[src/rtl/lsrc_pkg.sv]
// limit switch relay control: shared constants and types
// assumes a single 125 MHz clock and a plain strobe-based register port
package lsrc_pkg;

  // ********************************
  // clock and sampling
  // ********************************
  localparam int unsigned CLK_PERIOD_NS    = 8;
  // one evaluation every 10 us keeps excursions of 50 us visible
  localparam int unsigned SAMPLE_PERIOD_NS = 10000;
  localparam int unsigned SAMPLE_CYCLES    = SAMPLE_PERIOD_NS / CLK_PERIOD_NS;

  // ********************************
  // widths
  // ********************************
  localparam int unsigned ADDR_W  = 8;
  localparam int unsigned DATA_W  = 32;
  localparam int unsigned VALUE_W = 16;
  localparam int unsigned DELAY_W = 16;

  // ********************************
  // register offsets (byte addresses)
  // ********************************
  localparam logic [7:0] OFS_CTRL        = 8'h00;
  localparam logic [7:0] OFS_UPPER_LIMIT = 8'h04;
  localparam logic [7:0] OFS_UPPER_HYST  = 8'h08;
  localparam logic [7:0] OFS_LOWER_LIMIT = 8'h0c;
  localparam logic [7:0] OFS_LOWER_HYST  = 8'h10;
  localparam logic [7:0] OFS_DELAY_ON    = 8'h14;
  localparam logic [7:0] OFS_DELAY_OFF   = 8'h18;
  localparam logic [7:0] OFS_STATE       = 8'h1c;
  localparam logic [7:0] OFS_IRQ_STATUS  = 8'h20;
  localparam logic [7:0] OFS_IRQ_MASK    = 8'h24;

  // ********************************
  // control register fields
  // ********************************
  localparam int unsigned CTRL_SEL_LSB   = 0;
  localparam int unsigned CTRL_FUNC_LSB  = 2;
  localparam int unsigned CTRL_RELAY_LSB = 4;
  localparam int unsigned CTRL_CLOSE_BIT = 6;
  localparam int unsigned CTRL_NC_BIT    = 7;
  localparam int unsigned CTRL_W         = 8;
  localparam logic [7:0]  CTRL_RESET     = 8'h00;

  // ********************************
  // interrupt bits
  // ********************************
  localparam int unsigned IRQ_W          = 3;
  localparam int unsigned IRQ_ACTIVATED  = 0;
  localparam int unsigned IRQ_RELEASED   = 1;
  localparam int unsigned IRQ_POWER_CHG  = 2;
  localparam logic [2:0]  IRQ_MASK_RESET = 3'h0;

  // ********************************
  // enumerations
  // ********************************
  typedef enum logic [1:0] {
    LSRC_SEL_NONE    = 2'b00,
    LSRC_SEL_VOLTAGE = 2'b01,
    LSRC_SEL_CURRENT = 2'b10,
    LSRC_SEL_POWER   = 2'b11
  } lsrc_sel_t;

  typedef enum logic [1:0] {
    LSRC_FN_RISE   = 2'b00,
    LSRC_FN_FALL   = 2'b01,
    LSRC_FN_ENTER  = 2'b10,
    LSRC_FN_LEAVE  = 2'b11
  } lsrc_func_t;

  typedef enum logic [1:0] {
    LSRC_RLY_WARN  = 2'b00,
    LSRC_RLY_RUN   = 2'b01,
    LSRC_RLY_READY = 2'b10
  } lsrc_relay_t;

  typedef enum logic [1:0] {
    LSRC_PS_OFF  = 2'b00,
    LSRC_PS_WAIT = 2'b01,
    LSRC_PS_ON   = 2'b10
  } lsrc_pstate_t;

endpackage : lsrc_pkg

[src/rtl/lsrc_delay_counter.sv]
// limit switch relay control: one switching-delay counter
// assumes i_tick pulses once per sampling period on the same clock
module lsrc_delay_counter #(
  parameter int unsigned WIDTH = 16
) (
  // clock and reset
  input  wire logic             i_mclk,
  input  wire logic             i_rst,
  // control
  input  wire logic             i_tick,
  input  wire logic             i_up,
  input  wire logic             i_down,
  input  wire logic             i_clear,
  input  wire logic [WIDTH-1:0] i_limit,
  // status
  output logic      [WIDTH-1:0] o_count,
  output logic                  o_done
);

  logic [WIDTH:0] count_plus;

  assign count_plus = {1'b0, o_count} + {{WIDTH{1'b0}}, 1'b1};

  // a zero limit completes on the first active sample
  assign o_done = i_tick & i_up & (count_plus >= {1'b0, i_limit});

  always_ff @(posedge i_mclk)
  begin
    if (i_rst || i_clear)
    begin
      o_count <= '0;
    end
    else if (i_tick && i_up && !o_done)
    begin
      o_count <= count_plus[WIDTH-1:0];
    end
    // down saturates at zero
    else if (i_tick && i_down && (o_count != '0))
    begin
      o_count <= o_count - {{(WIDTH-1){1'b0}}, 1'b1};
    end
  end

endmodule : lsrc_delay_counter

[src/rtl/lsrc_top.sv]
// limit switch relay control: supervisor, power control and relay mapping
// assumes synchronous measured values and a strobe register port
// the relay drivers and the power stage sit outside this block

// What this block does
// RULE1: monitors one selectable quantity: voltage, current or power
// RULE2: violating the limit condition switches the assigned relay
// RULE3: assigned relay selectable: warning, run or ready/alarm (NC or NO)
// RULE4: functions: above threshold, below threshold, enter window, leave window
// RULE5: each threshold has its own hysteresis band holding the decision
// RULE6: zero hysteresis compares against the bare threshold
// RULE7: programmable switching delays suppress short transients
// RULE8: quantity is sampled periodically; sub-50 us excursions may be missed
// RULE9: activation counter counts up while value sits in active range
// RULE10: counter counts down beyond hysteresis, up again on re-entry
// RULE11: reaching the delay limit switches relay per configured polarity
// RULE12: active-to-inactive uses a separate counter with its own delay
// RULE13: power-on request high turns stage on, open turns it off; the code turns the stage on only once i_device_ready is also high
// RULE14: defaults: relay one ready, relay two power-on, relay three warning
// RULE15: relay state in inactive range is inverse of active setting
// RULE16: selection none disables supervisor; it drives no relay
// RULE17: counters saturate at zero and clear after each transition
// RULE18: comparisons and counter updates happen once per sampling period
module lsrc_top #(
  parameter int unsigned VALUE_W = lsrc_pkg::VALUE_W,
  parameter int unsigned DELAY_W = lsrc_pkg::DELAY_W
) (
  // clock and reset
  input  wire logic                        i_mclk,
  input  wire logic                        i_rst,
  // register port
  input  wire logic [lsrc_pkg::ADDR_W-1:0] i_addr,
  input  wire logic [lsrc_pkg::DATA_W-1:0] i_wdata,
  input  wire logic                        i_wr,
  input  wire logic                        i_rd,
  output logic      [lsrc_pkg::DATA_W-1:0] o_rdata,
  // measured values, signed
  input  wire logic [VALUE_W-1:0]          i_voltage,
  input  wire logic [VALUE_W-1:0]          i_current,
  input  wire logic [VALUE_W-1:0]          i_power,
  // device status
  input  wire logic                        i_power_on_req,
  input  wire logic                        i_device_ready,
  input  wire logic                        i_warning,
  // power stage and relays, 1 = contact closed / coil energised
  output logic                             o_power_stage_on,
  output logic                             o_relay_output_one,
  output logic                             o_relay_output_two,
  output logic                             o_relay_output_three,
  // interrupt
  output logic                             o_irq
);

  // ********************************
  // registers
  // ********************************
  logic [lsrc_pkg::CTRL_W-1:0] ctrl;
  logic [VALUE_W-1:0]          upper_limit;
  logic [VALUE_W-1:0]          upper_hyst;
  logic [VALUE_W-1:0]          lower_limit;
  logic [VALUE_W-1:0]          lower_hyst;
  logic [DELAY_W-1:0]          delay_on;
  logic [DELAY_W-1:0]          delay_off;
  logic [lsrc_pkg::IRQ_W-1:0]  irq_status;
  logic [lsrc_pkg::IRQ_W-1:0]  irq_mask;

  lsrc_pkg::lsrc_sel_t         sel;
  lsrc_pkg::lsrc_func_t        func;
  lsrc_pkg::lsrc_relay_t       relay_sel;
  logic                        close_when_active;
  logic                        ready_relay_nc;

  assign sel               = lsrc_pkg::lsrc_sel_t'(
                               ctrl[lsrc_pkg::CTRL_SEL_LSB +: 2]);
  assign func              = lsrc_pkg::lsrc_func_t'(
                               ctrl[lsrc_pkg::CTRL_FUNC_LSB +: 2]);
  assign relay_sel         = lsrc_pkg::lsrc_relay_t'(
                               ctrl[lsrc_pkg::CTRL_RELAY_LSB +: 2]);
  assign close_when_active = ctrl[lsrc_pkg::CTRL_CLOSE_BIT];
  assign ready_relay_nc    = ctrl[lsrc_pkg::CTRL_NC_BIT];

  always_ff @(posedge i_mclk)
  begin
    if (i_rst)
    begin
      ctrl        <= lsrc_pkg::CTRL_RESET;
      upper_limit <= '0;
      upper_hyst  <= '0;
      lower_limit <= '0;
      lower_hyst  <= '0;
      delay_on    <= '0;
      delay_off   <= '0;
      irq_mask    <= lsrc_pkg::IRQ_MASK_RESET;
    end
    else if (i_wr)
    begin
      unique case (i_addr)
        lsrc_pkg::OFS_CTRL:
          ctrl <= i_wdata[lsrc_pkg::CTRL_W-1:0];
        lsrc_pkg::OFS_UPPER_LIMIT:
          upper_limit <= i_wdata[VALUE_W-1:0];
        lsrc_pkg::OFS_UPPER_HYST:
          upper_hyst <= i_wdata[VALUE_W-1:0];
        lsrc_pkg::OFS_LOWER_LIMIT:
          lower_limit <= i_wdata[VALUE_W-1:0];
        lsrc_pkg::OFS_LOWER_HYST:
          lower_hyst <= i_wdata[VALUE_W-1:0];
        lsrc_pkg::OFS_DELAY_ON:
          delay_on <= i_wdata[DELAY_W-1:0];
        lsrc_pkg::OFS_DELAY_OFF:
          delay_off <= i_wdata[DELAY_W-1:0];
        lsrc_pkg::OFS_IRQ_MASK:
          irq_mask <= i_wdata[lsrc_pkg::IRQ_W-1:0];
        default:
        begin
        end
      endcase
    end
  end

  // ********************************
  // sampling tick
  // ********************************
  logic [15:0] tick_cnt;
  logic        tick;

  // RULE8: periodic sampling
  assign tick = (tick_cnt == 16'(lsrc_pkg::SAMPLE_CYCLES - 1));

  always_ff @(posedge i_mclk)
  begin
    if (i_rst || tick)
    begin
      tick_cnt <= '0;
    end
    else
    begin
      tick_cnt <= tick_cnt + 16'h0001;
    end
  end

  // ********************************
  // monitored quantity
  // ********************************
  logic signed [VALUE_W:0] value;
  logic signed [VALUE_W:0] next_value;
  logic                    enabled;

  // RULE16: none disables
  assign enabled = (sel != lsrc_pkg::LSRC_SEL_NONE);

  // RULE1: quantity select
  always_comb
  begin
    next_value = value;
    unique case (sel)
      lsrc_pkg::LSRC_SEL_VOLTAGE:
        next_value = {i_voltage[VALUE_W-1], i_voltage};
      lsrc_pkg::LSRC_SEL_CURRENT:
        next_value = {i_current[VALUE_W-1], i_current};
      lsrc_pkg::LSRC_SEL_POWER:   next_value = {i_power[VALUE_W-1], i_power};
      lsrc_pkg::LSRC_SEL_NONE:    next_value = '0;
    endcase
  end

  // RULE18: one sample each period
  always_ff @(posedge i_mclk)
  begin
    if (i_rst)
    begin
      value <= '0;
    end
    else if (tick)
    begin
      value <= next_value;
    end
  end

  // ********************************
  // threshold comparisons
  // ********************************
  // two extra bits so limit +/- hysteresis never wraps
  logic signed [VALUE_W+1:0] v;
  logic signed [VALUE_W+1:0] up_lim;
  logic signed [VALUE_W+1:0] lo_lim;
  logic signed [VALUE_W+1:0] up_rel;
  logic signed [VALUE_W+1:0] lo_rel;
  logic signed [VALUE_W+1:0] up_wide;
  logic signed [VALUE_W+1:0] lo_wide;
  logic                      cond_active;
  logic                      cond_inactive;

  assign v      = {value[VALUE_W], value};
  assign up_lim = {{2{upper_limit[VALUE_W-1]}}, upper_limit};
  assign lo_lim = {{2{lower_limit[VALUE_W-1]}}, lower_limit};
  // RULE5: hysteresis bands
  // RULE6: zero band is bare threshold
  assign up_rel  = up_lim - {2'b00, upper_hyst};
  assign lo_rel  = lo_lim + {2'b00, lower_hyst};
  assign up_wide = up_lim + {2'b00, upper_hyst};
  assign lo_wide = lo_lim - {2'b00, lower_hyst};

  // between the two conditions the decision holds
  // RULE4: four functions
  always_comb
  begin
    cond_active   = 1'b0;
    cond_inactive = 1'b1;
    unique case (func)
      lsrc_pkg::LSRC_FN_RISE:
      begin
        cond_active   = (v > up_lim);
        cond_inactive = (v <= up_rel);
      end
      lsrc_pkg::LSRC_FN_FALL:
      begin
        cond_active   = (v < lo_lim);
        cond_inactive = (v >= lo_rel);
      end
      lsrc_pkg::LSRC_FN_ENTER:
      begin
        cond_active   = (v >= lo_lim) && (v <= up_lim);
        cond_inactive = (v < lo_wide) || (v > up_wide);
      end
      lsrc_pkg::LSRC_FN_LEAVE:
      begin
        cond_active   = (v > up_lim) || (v < lo_lim);
        cond_inactive = (v <= up_rel) && (v >= lo_rel);
      end
    endcase
  end

  // ********************************
  // switching delays
  // ********************************
  logic               sup_active;
  logic               on_done;
  logic               off_done;
  logic [DELAY_W-1:0] on_count;
  logic [DELAY_W-1:0] off_count;

  // RULE7: programmable delays
  // RULE9: up while active
  // RULE10: down past hysteresis
  lsrc_delay_counter #(
    .WIDTH   (DELAY_W)
  ) u_on_delay (
    .i_mclk  (i_mclk),
    .i_rst   (i_rst),
    .i_tick  (tick & enabled & ~sup_active),
    .i_up    (cond_active),
    .i_down  (cond_inactive),
    .i_clear (on_done | sup_active | ~enabled),
    .i_limit (delay_on),
    .o_count (on_count),
    .o_done  (on_done)
  );

  // RULE12: separate release counter
  lsrc_delay_counter #(
    .WIDTH   (DELAY_W)
  ) u_off_delay (
    .i_mclk  (i_mclk),
    .i_rst   (i_rst),
    .i_tick  (tick & enabled & sup_active),
    .i_up    (cond_inactive),
    .i_down  (cond_active),
    .i_clear (off_done | ~sup_active | ~enabled),
    .i_limit (delay_off),
    .o_count (off_count),
    .o_done  (off_done)
  );

  // RULE17: counters cleared on transition
  // RULE11: delay reached switches state
  always_ff @(posedge i_mclk)
  begin
    if (i_rst || !enabled)
    begin
      sup_active <= 1'b0;
    end
    else if (on_done)
    begin
      sup_active <= 1'b1;
    end
    else if (off_done)
    begin
      sup_active <= 1'b0;
    end
  end

  // ********************************
  // power stage control
  // ********************************
  lsrc_pkg::lsrc_pstate_t pstate;
  lsrc_pkg::lsrc_pstate_t next_pstate;
  logic                   req_q;

  // RULE13: request goes through a wait state that holds until device ready, or returns to off if the request drops
  always_comb
  begin
    next_pstate = pstate;
    unique case (pstate)
      lsrc_pkg::LSRC_PS_OFF:
        if (i_power_on_req)
          next_pstate = lsrc_pkg::LSRC_PS_WAIT;
      lsrc_pkg::LSRC_PS_WAIT:
        if (!i_power_on_req)
          next_pstate = lsrc_pkg::LSRC_PS_OFF;
        else if (i_device_ready)
          next_pstate = lsrc_pkg::LSRC_PS_ON;
      lsrc_pkg::LSRC_PS_ON:
        if (!i_power_on_req)
          next_pstate = lsrc_pkg::LSRC_PS_OFF;
      default:
        next_pstate = lsrc_pkg::LSRC_PS_OFF;
    endcase
  end

  always_ff @(posedge i_mclk)
  begin
    if (i_rst)
    begin
      pstate <= lsrc_pkg::LSRC_PS_OFF;
      req_q  <= 1'b0;
    end
    else
    begin
      pstate <= next_pstate;
      req_q  <= i_power_on_req;
    end
  end

  assign o_power_stage_on = (pstate == lsrc_pkg::LSRC_PS_ON);

  // ********************************
  // relay mapping
  // ********************************
  logic sup_level;
  logic next_relay_one;
  logic next_relay_two;
  logic next_relay_three;

  // RULE15: inactive is the inverse
  assign sup_level = sup_active ? close_when_active : ~close_when_active;

  always_comb
  begin
    // RULE14: default relay functions
    next_relay_one   = i_device_ready ^ ready_relay_nc;
    next_relay_two   = i_power_on_req;
    next_relay_three = i_warning;
    // RULE2: supervisor takes its relay
    // RULE3: relay selection
    if (enabled)
    begin
      unique case (relay_sel)
        lsrc_pkg::LSRC_RLY_WARN:  next_relay_three = sup_level;
        lsrc_pkg::LSRC_RLY_RUN:   next_relay_two   = sup_level;
        lsrc_pkg::LSRC_RLY_READY: next_relay_one   = sup_level ^ ready_relay_nc;
        default:
        begin
        end
      endcase
    end
  end

  always_ff @(posedge i_mclk)
  begin
    if (i_rst)
    begin
      o_relay_output_one   <= 1'b0;
      o_relay_output_two   <= 1'b0;
      o_relay_output_three <= 1'b0;
    end
    else
    begin
      o_relay_output_one   <= next_relay_one;
      o_relay_output_two   <= next_relay_two;
      o_relay_output_three <= next_relay_three;
    end
  end

  // ********************************
  // interrupts and read back
  // ********************************
  logic [lsrc_pkg::IRQ_W-1:0] irq_set;
  logic                       irq_rd;

  assign irq_set[lsrc_pkg::IRQ_ACTIVATED] = on_done;
  assign irq_set[lsrc_pkg::IRQ_RELEASED]  = off_done;
  assign irq_set[lsrc_pkg::IRQ_POWER_CHG] = req_q ^ i_power_on_req;
  assign irq_rd = i_rd && (i_addr == lsrc_pkg::OFS_IRQ_STATUS);

  // a new event in the clearing read cycle stays set
  always_ff @(posedge i_mclk)
  begin
    if (i_rst)
    begin
      irq_status <= '0;
    end
    else
    begin
      irq_status <= (irq_rd ? '0 : irq_status) | irq_set;
    end
  end

  assign o_irq = |(irq_status & irq_mask);

  always_ff @(posedge i_mclk)
  begin
    if (i_rst)
    begin
      o_rdata <= '0;
    end
    else if (i_rd)
    begin
      unique case (i_addr)
        lsrc_pkg::OFS_CTRL:        o_rdata <= 32'(ctrl);
        lsrc_pkg::OFS_UPPER_LIMIT: o_rdata <= 32'(upper_limit);
        lsrc_pkg::OFS_UPPER_HYST:  o_rdata <= 32'(upper_hyst);
        lsrc_pkg::OFS_LOWER_LIMIT: o_rdata <= 32'(lower_limit);
        lsrc_pkg::OFS_LOWER_HYST:  o_rdata <= 32'(lower_hyst);
        lsrc_pkg::OFS_DELAY_ON:    o_rdata <= 32'(delay_on);
        lsrc_pkg::OFS_DELAY_OFF:   o_rdata <= 32'(delay_off);
        lsrc_pkg::OFS_STATE:
          o_rdata <= {off_count, on_count[DELAY_W-1:8], 1'b0,
                      o_relay_output_three, o_relay_output_two,
                      o_relay_output_one, o_power_stage_on,
                      cond_inactive, cond_active, sup_active};
        lsrc_pkg::OFS_IRQ_STATUS:  o_rdata <= 32'(irq_status);
        lsrc_pkg::OFS_IRQ_MASK:    o_rdata <= 32'(irq_mask);
        default:                   o_rdata <= '0;
      endcase
    end
    else
    begin
      o_rdata <= '0;
    end
  end

endmodule : lsrc_top

[config.mk]
export PLATFORM = sky130hd
export DESIGN_NAME = lsrc_top
export DESIGN_NICKNAME = d
export VERILOG_FILES = /design/src/rtl/lsrc_pkg.sv /design/src/rtl/lsrc_delay_counter.sv /design/src/rtl/lsrc_top.sv
export SDC_FILE = /design/constraint.sdc
export NUM_CORES = 1
export LEC_CHECK = 0
export BUFFER_PORTS_ARGS = -buffer_cell sky130_fd_sc_hd__buf_2
export CAP_MARGIN = 20
export CORE_MARGIN = 4
export CORE_UTILIZATION = 55
export CTS_CLUSTER_DIAMETER = 100
export DETAILED_ROUTE_END_ITERATION = 10
export PLACE_DENSITY = 0.74
export REMOVE_ABC_BUFFERS = 1
export SLEW_MARGIN = 20
export SYNTH_ARGS = -nofsm -noshare
export SYNTH_HDL_FRONTEND = slang
export SYNTH_SLANG_ARGS = --single-unit
[constraint.sdc]
create_clock -name i_mclk -period 11.75 [get_ports i_mclk]
set_input_delay 2.35 -clock i_mclk [delete_from_list [all_inputs] [get_ports i_mclk]]
set_output_delay 2.35 -clock i_mclk [all_outputs]
set_load 0.02 [all_outputs]
==> results.py <==
metrics = {
    "critical_path": {
        "max_stage_delay_ns": 0.80,
        "required_ns": 12.14,
        "crit_type": "reg -> reg",
        "crit_path_start_kind": "flop",
        "critical_path.most_common_cell": "o31ai_1",
        "endpoint_kind": "flop",
        "crit_fanout": 21,
        "cp.buffers_inverters": 0,
        "worstPathArrival_ns": 7.39,
        "cp_cell_sequence": "ha_1, fa_1, nor2b_1, o21bai_1, a21oi_1, o211ai_1, a2111oi_0, o31ai_1, o31a_1, o21bai_1, a21oi_1, xnor2_1, ha_1, and4_1, o31ai_1, and3_1, o21ai_0, nand3_1, or2_2, o31ai_1, mux2_2",
        "cp_top_family": "compound AO/OA/AOI/OAI gates",
        "slowest_stage": "nand3_1",
    },
    "cts": {
        "cts_resized": 0,
        "post_cts_buffers": 0,
        "holdBufCountCts": 0,
        "cts_max_level": 1,
        "tritoncts": "built",
        "cts_buffer_depth": 3,
        "numCtsBuffers": 24,
        "cts_sinks": 213,
        "insertion_delay_ns": 0.54,
        "clk_pin_slew_worst_paths_ns": 0.06,
        "root_buffer": "clkbuf_16",
    },
    "floorplan": {
        "core_area_mm2": 0.0286,
        "die_w_um": 178,
        "row_count": 62,
        "ios": 132,
        "die_area_mm2": 0.0318,
        "initial_utilization": 0.557,
        "die_height_um": 178,
    },
    "grt": {
        "grt_remaining_overflow": 0,
        "grt_pass1_wl_mm": 74.7,
        "grt_pass1_vias": 14400,
        "grt_usage": 0.289,
        "grt_max_degree": 90,
        "antenna_found_initial": 1,
    },
    "timing": {
        "drv_slew": 0,
        "slew_headroom": 0.202,
        "fin_ws_ns": 4.75,
        "final-hold-violation-count": 0,
        "post-route-min-period_ns": 7.00,
        "fmax_mhz": 143,
        "rsz0062_at_grt": "false",
        "setup_tns_ns": 0,
        "setup_viol": 0,
        "finalClockSkew_ns": 0.0376,
        "tightest_slew_ns": 1.19,
        "fin_crit_sh": 0.596,
    },
    "routing": {
        "vias": 15200,
        "wirelength_mm": 47.5,
        "drc": 0,
        "viasPerCell": 6.10,
        "wl_per_cell_um": 19.0,
        "first_pass_iters": 6,
        "drt-initial-drc-count": 1432,
        "drtAntennaViolNets": 0,
    },
    "logic_synthesis": {
        "ys.warnings.count": 0,
        "synthCells": 2038,
        "synthFlopType": "dfxtp_1",
        "syn_area_per_cell_um2": 7.83,
        "ys_ff_latch": 213,
        "ys_top_cells_by_area": "dfxtp_1 (27%), ha_1 (16%), nand2_1 (6.7%)",
        "async_flop_share": 0,
        "yosysTopAreaCellShare": 0.267,
        "ys_types": 82,
        "synth_area_mm2": 0.0160,
        "ys_seq_area_frac": 0.267,
        "synth_edf_count": 0,
        "synth_top_cell_by_area": "dfxtp_1",
    },
    "placement": {
        "gp_congestion": 0.946,
        "post-dp-hpwl_mm": 36.8,
        "io_buffer_count": 115,
        "dp.cells": 2451,
        "place_ws_ns": 4.87,
    },
    "status": {
        "status": "complete, no violations",
    },
    "final_layout": {
        "final_nets": 2401,
        "instances_no_fill": 2495,
        "antenna_cells": 0,
        "drive_above_1_share": 0.105,
        "fill_cells": 2557,
        "syn_to_final_growth_pct": 10.2,
        "final_core_util": 0.614,
        "final_cell_mix": "nand2_1 (283), dfxtp_1 (213), ha_1 (209)",
        "final_common_cell": "nand2_1",
    },
    "hold_path": {
        "hold_path.class": "reg -> reg",
    },
    "power_and_ir_drop": {
        "power.leakage_nw": 7.13,
        "ir_drop_uv": 124,
        "powerDensity_mw_per_mm2": 91.8,
    },
    "flow_run": {
        "drv_cap": 0,
    },
}
[power by group]
group | total [mW] | switching [mW] | internal (mW)
combinational | 0.0765 | 0.0492 | 0.0273
clock | 0.810 | 0.312 | 0.499
sequential | 0.728 | 0.00294 | 0.725
total | 1.61 | 0.364 | 1.25
[sequential cells by signal (all words and copies together), names as in the netlist]
register and cells:
o_rdata 32, delay_off 16, delay_on 16, lower_hyst 16, lower_limit 16, tick_cnt 16, u_off_delay.o_count 16, u_on_delay.o_count 16
upper_hyst 16, upper_limit 16, value 16, ctrl 8, irq_mask 3, irq_status 3, pstate 2, o_relay_output_one 1
o_relay_output_three 1, o_relay_output_two 1, req_q 1, sup_active 1
[Yosys cell counts, types with 37 or more instances]
library cell,n
nand4_1,39
a21oi_1,192
ha_1,209
nand3_1,59
a211oi_1,38
xor2_1,40
nand2_1,283
dfxtp_1,213
clkbuf_1,81
xnor2_1,82
nor2_1,151
o21ai_0,39
nor3_1,51
inv_1,154
a22oi_1,37
[worst min-delay path, stage by stage, from the launching register on]
cell and delay [ns]:
dfxtp_1 0.32, nand2_1 0.06, a21oi_1 0.05
[kinds of logic after synthesis]
family | synth area share
AND/OR/NAND/NOR | 0.217
flip-flops | 0.267
buffers and inverters | 0.0630
adder cells (fa/ha/maj) | 0.169
XOR/XNOR | 0.0670
AO/OA/AOI/OAI | 0.192
multiplexers | 0.0249
[per-stage QoR]
stage | power, mW | hold WS (ns) | area, µm²
after floorplan | 0.776 | 0.438 | 15500
after global placement | 0.817 | 0.462 | 16700
after detailed placement | 0.819 | 0.472 | 16700
after CTS | 1.62 | 0.480 | 17600
after global routing | 1.66 | 0.499 | 17600
final | 1.61 | 0.477 | 17600
[final cells by class]
type | count | area [µm²] | share of cell area
Multi-Input combinational cell | 1570 | 10700 | 0.609
Sequential cell | 213 | 4260 | 0.243
Clock buffer | 34 | 729 | 0.0415
Timing Repair Buffer | 130 | 691 | 0.0393
Inverter | 154 | 578 | 0.0329
Tap cell | 384 | 480 | 0.0273
Clock inverter | 10 | 138 | 0.00783
[layer usage]
layer / up-vias / track usage / wire length, µm
met5: - / 0 / 19
met4: 2 / 0.110 / 1930
met3: 145 / 0.0339 / 3620
met2: 647 / 0.506 / 22500
met1: 7110 / 0.364 / 19400
li1: 7327 / - / -
[final timing paths]
kind	cells past startpoint	slack (ns)	from	to
worst max-delay path	21	4.75	lower_limit[0]$_SDFFE_PP0P_	u_off_delay.o_count[5]$_SDFFE_PP0P_
worst min-delay path	2	0.48	delay_on[14]$_SDFFE_PP0P_	delay_on[14]$_SDFFE_PP0P_
worst min register to register	2	0.48	delay_on[14]$_SDFFE_PP0P_	delay_on[14]$_SDFFE_PP0P_
worst max register to register	21	4.75	lower_limit[0]$_SDFFE_PP0P_	u_off_delay.o_count[5]$_SDFFE_PP0P_
Power figures use the tool's default switching activity.
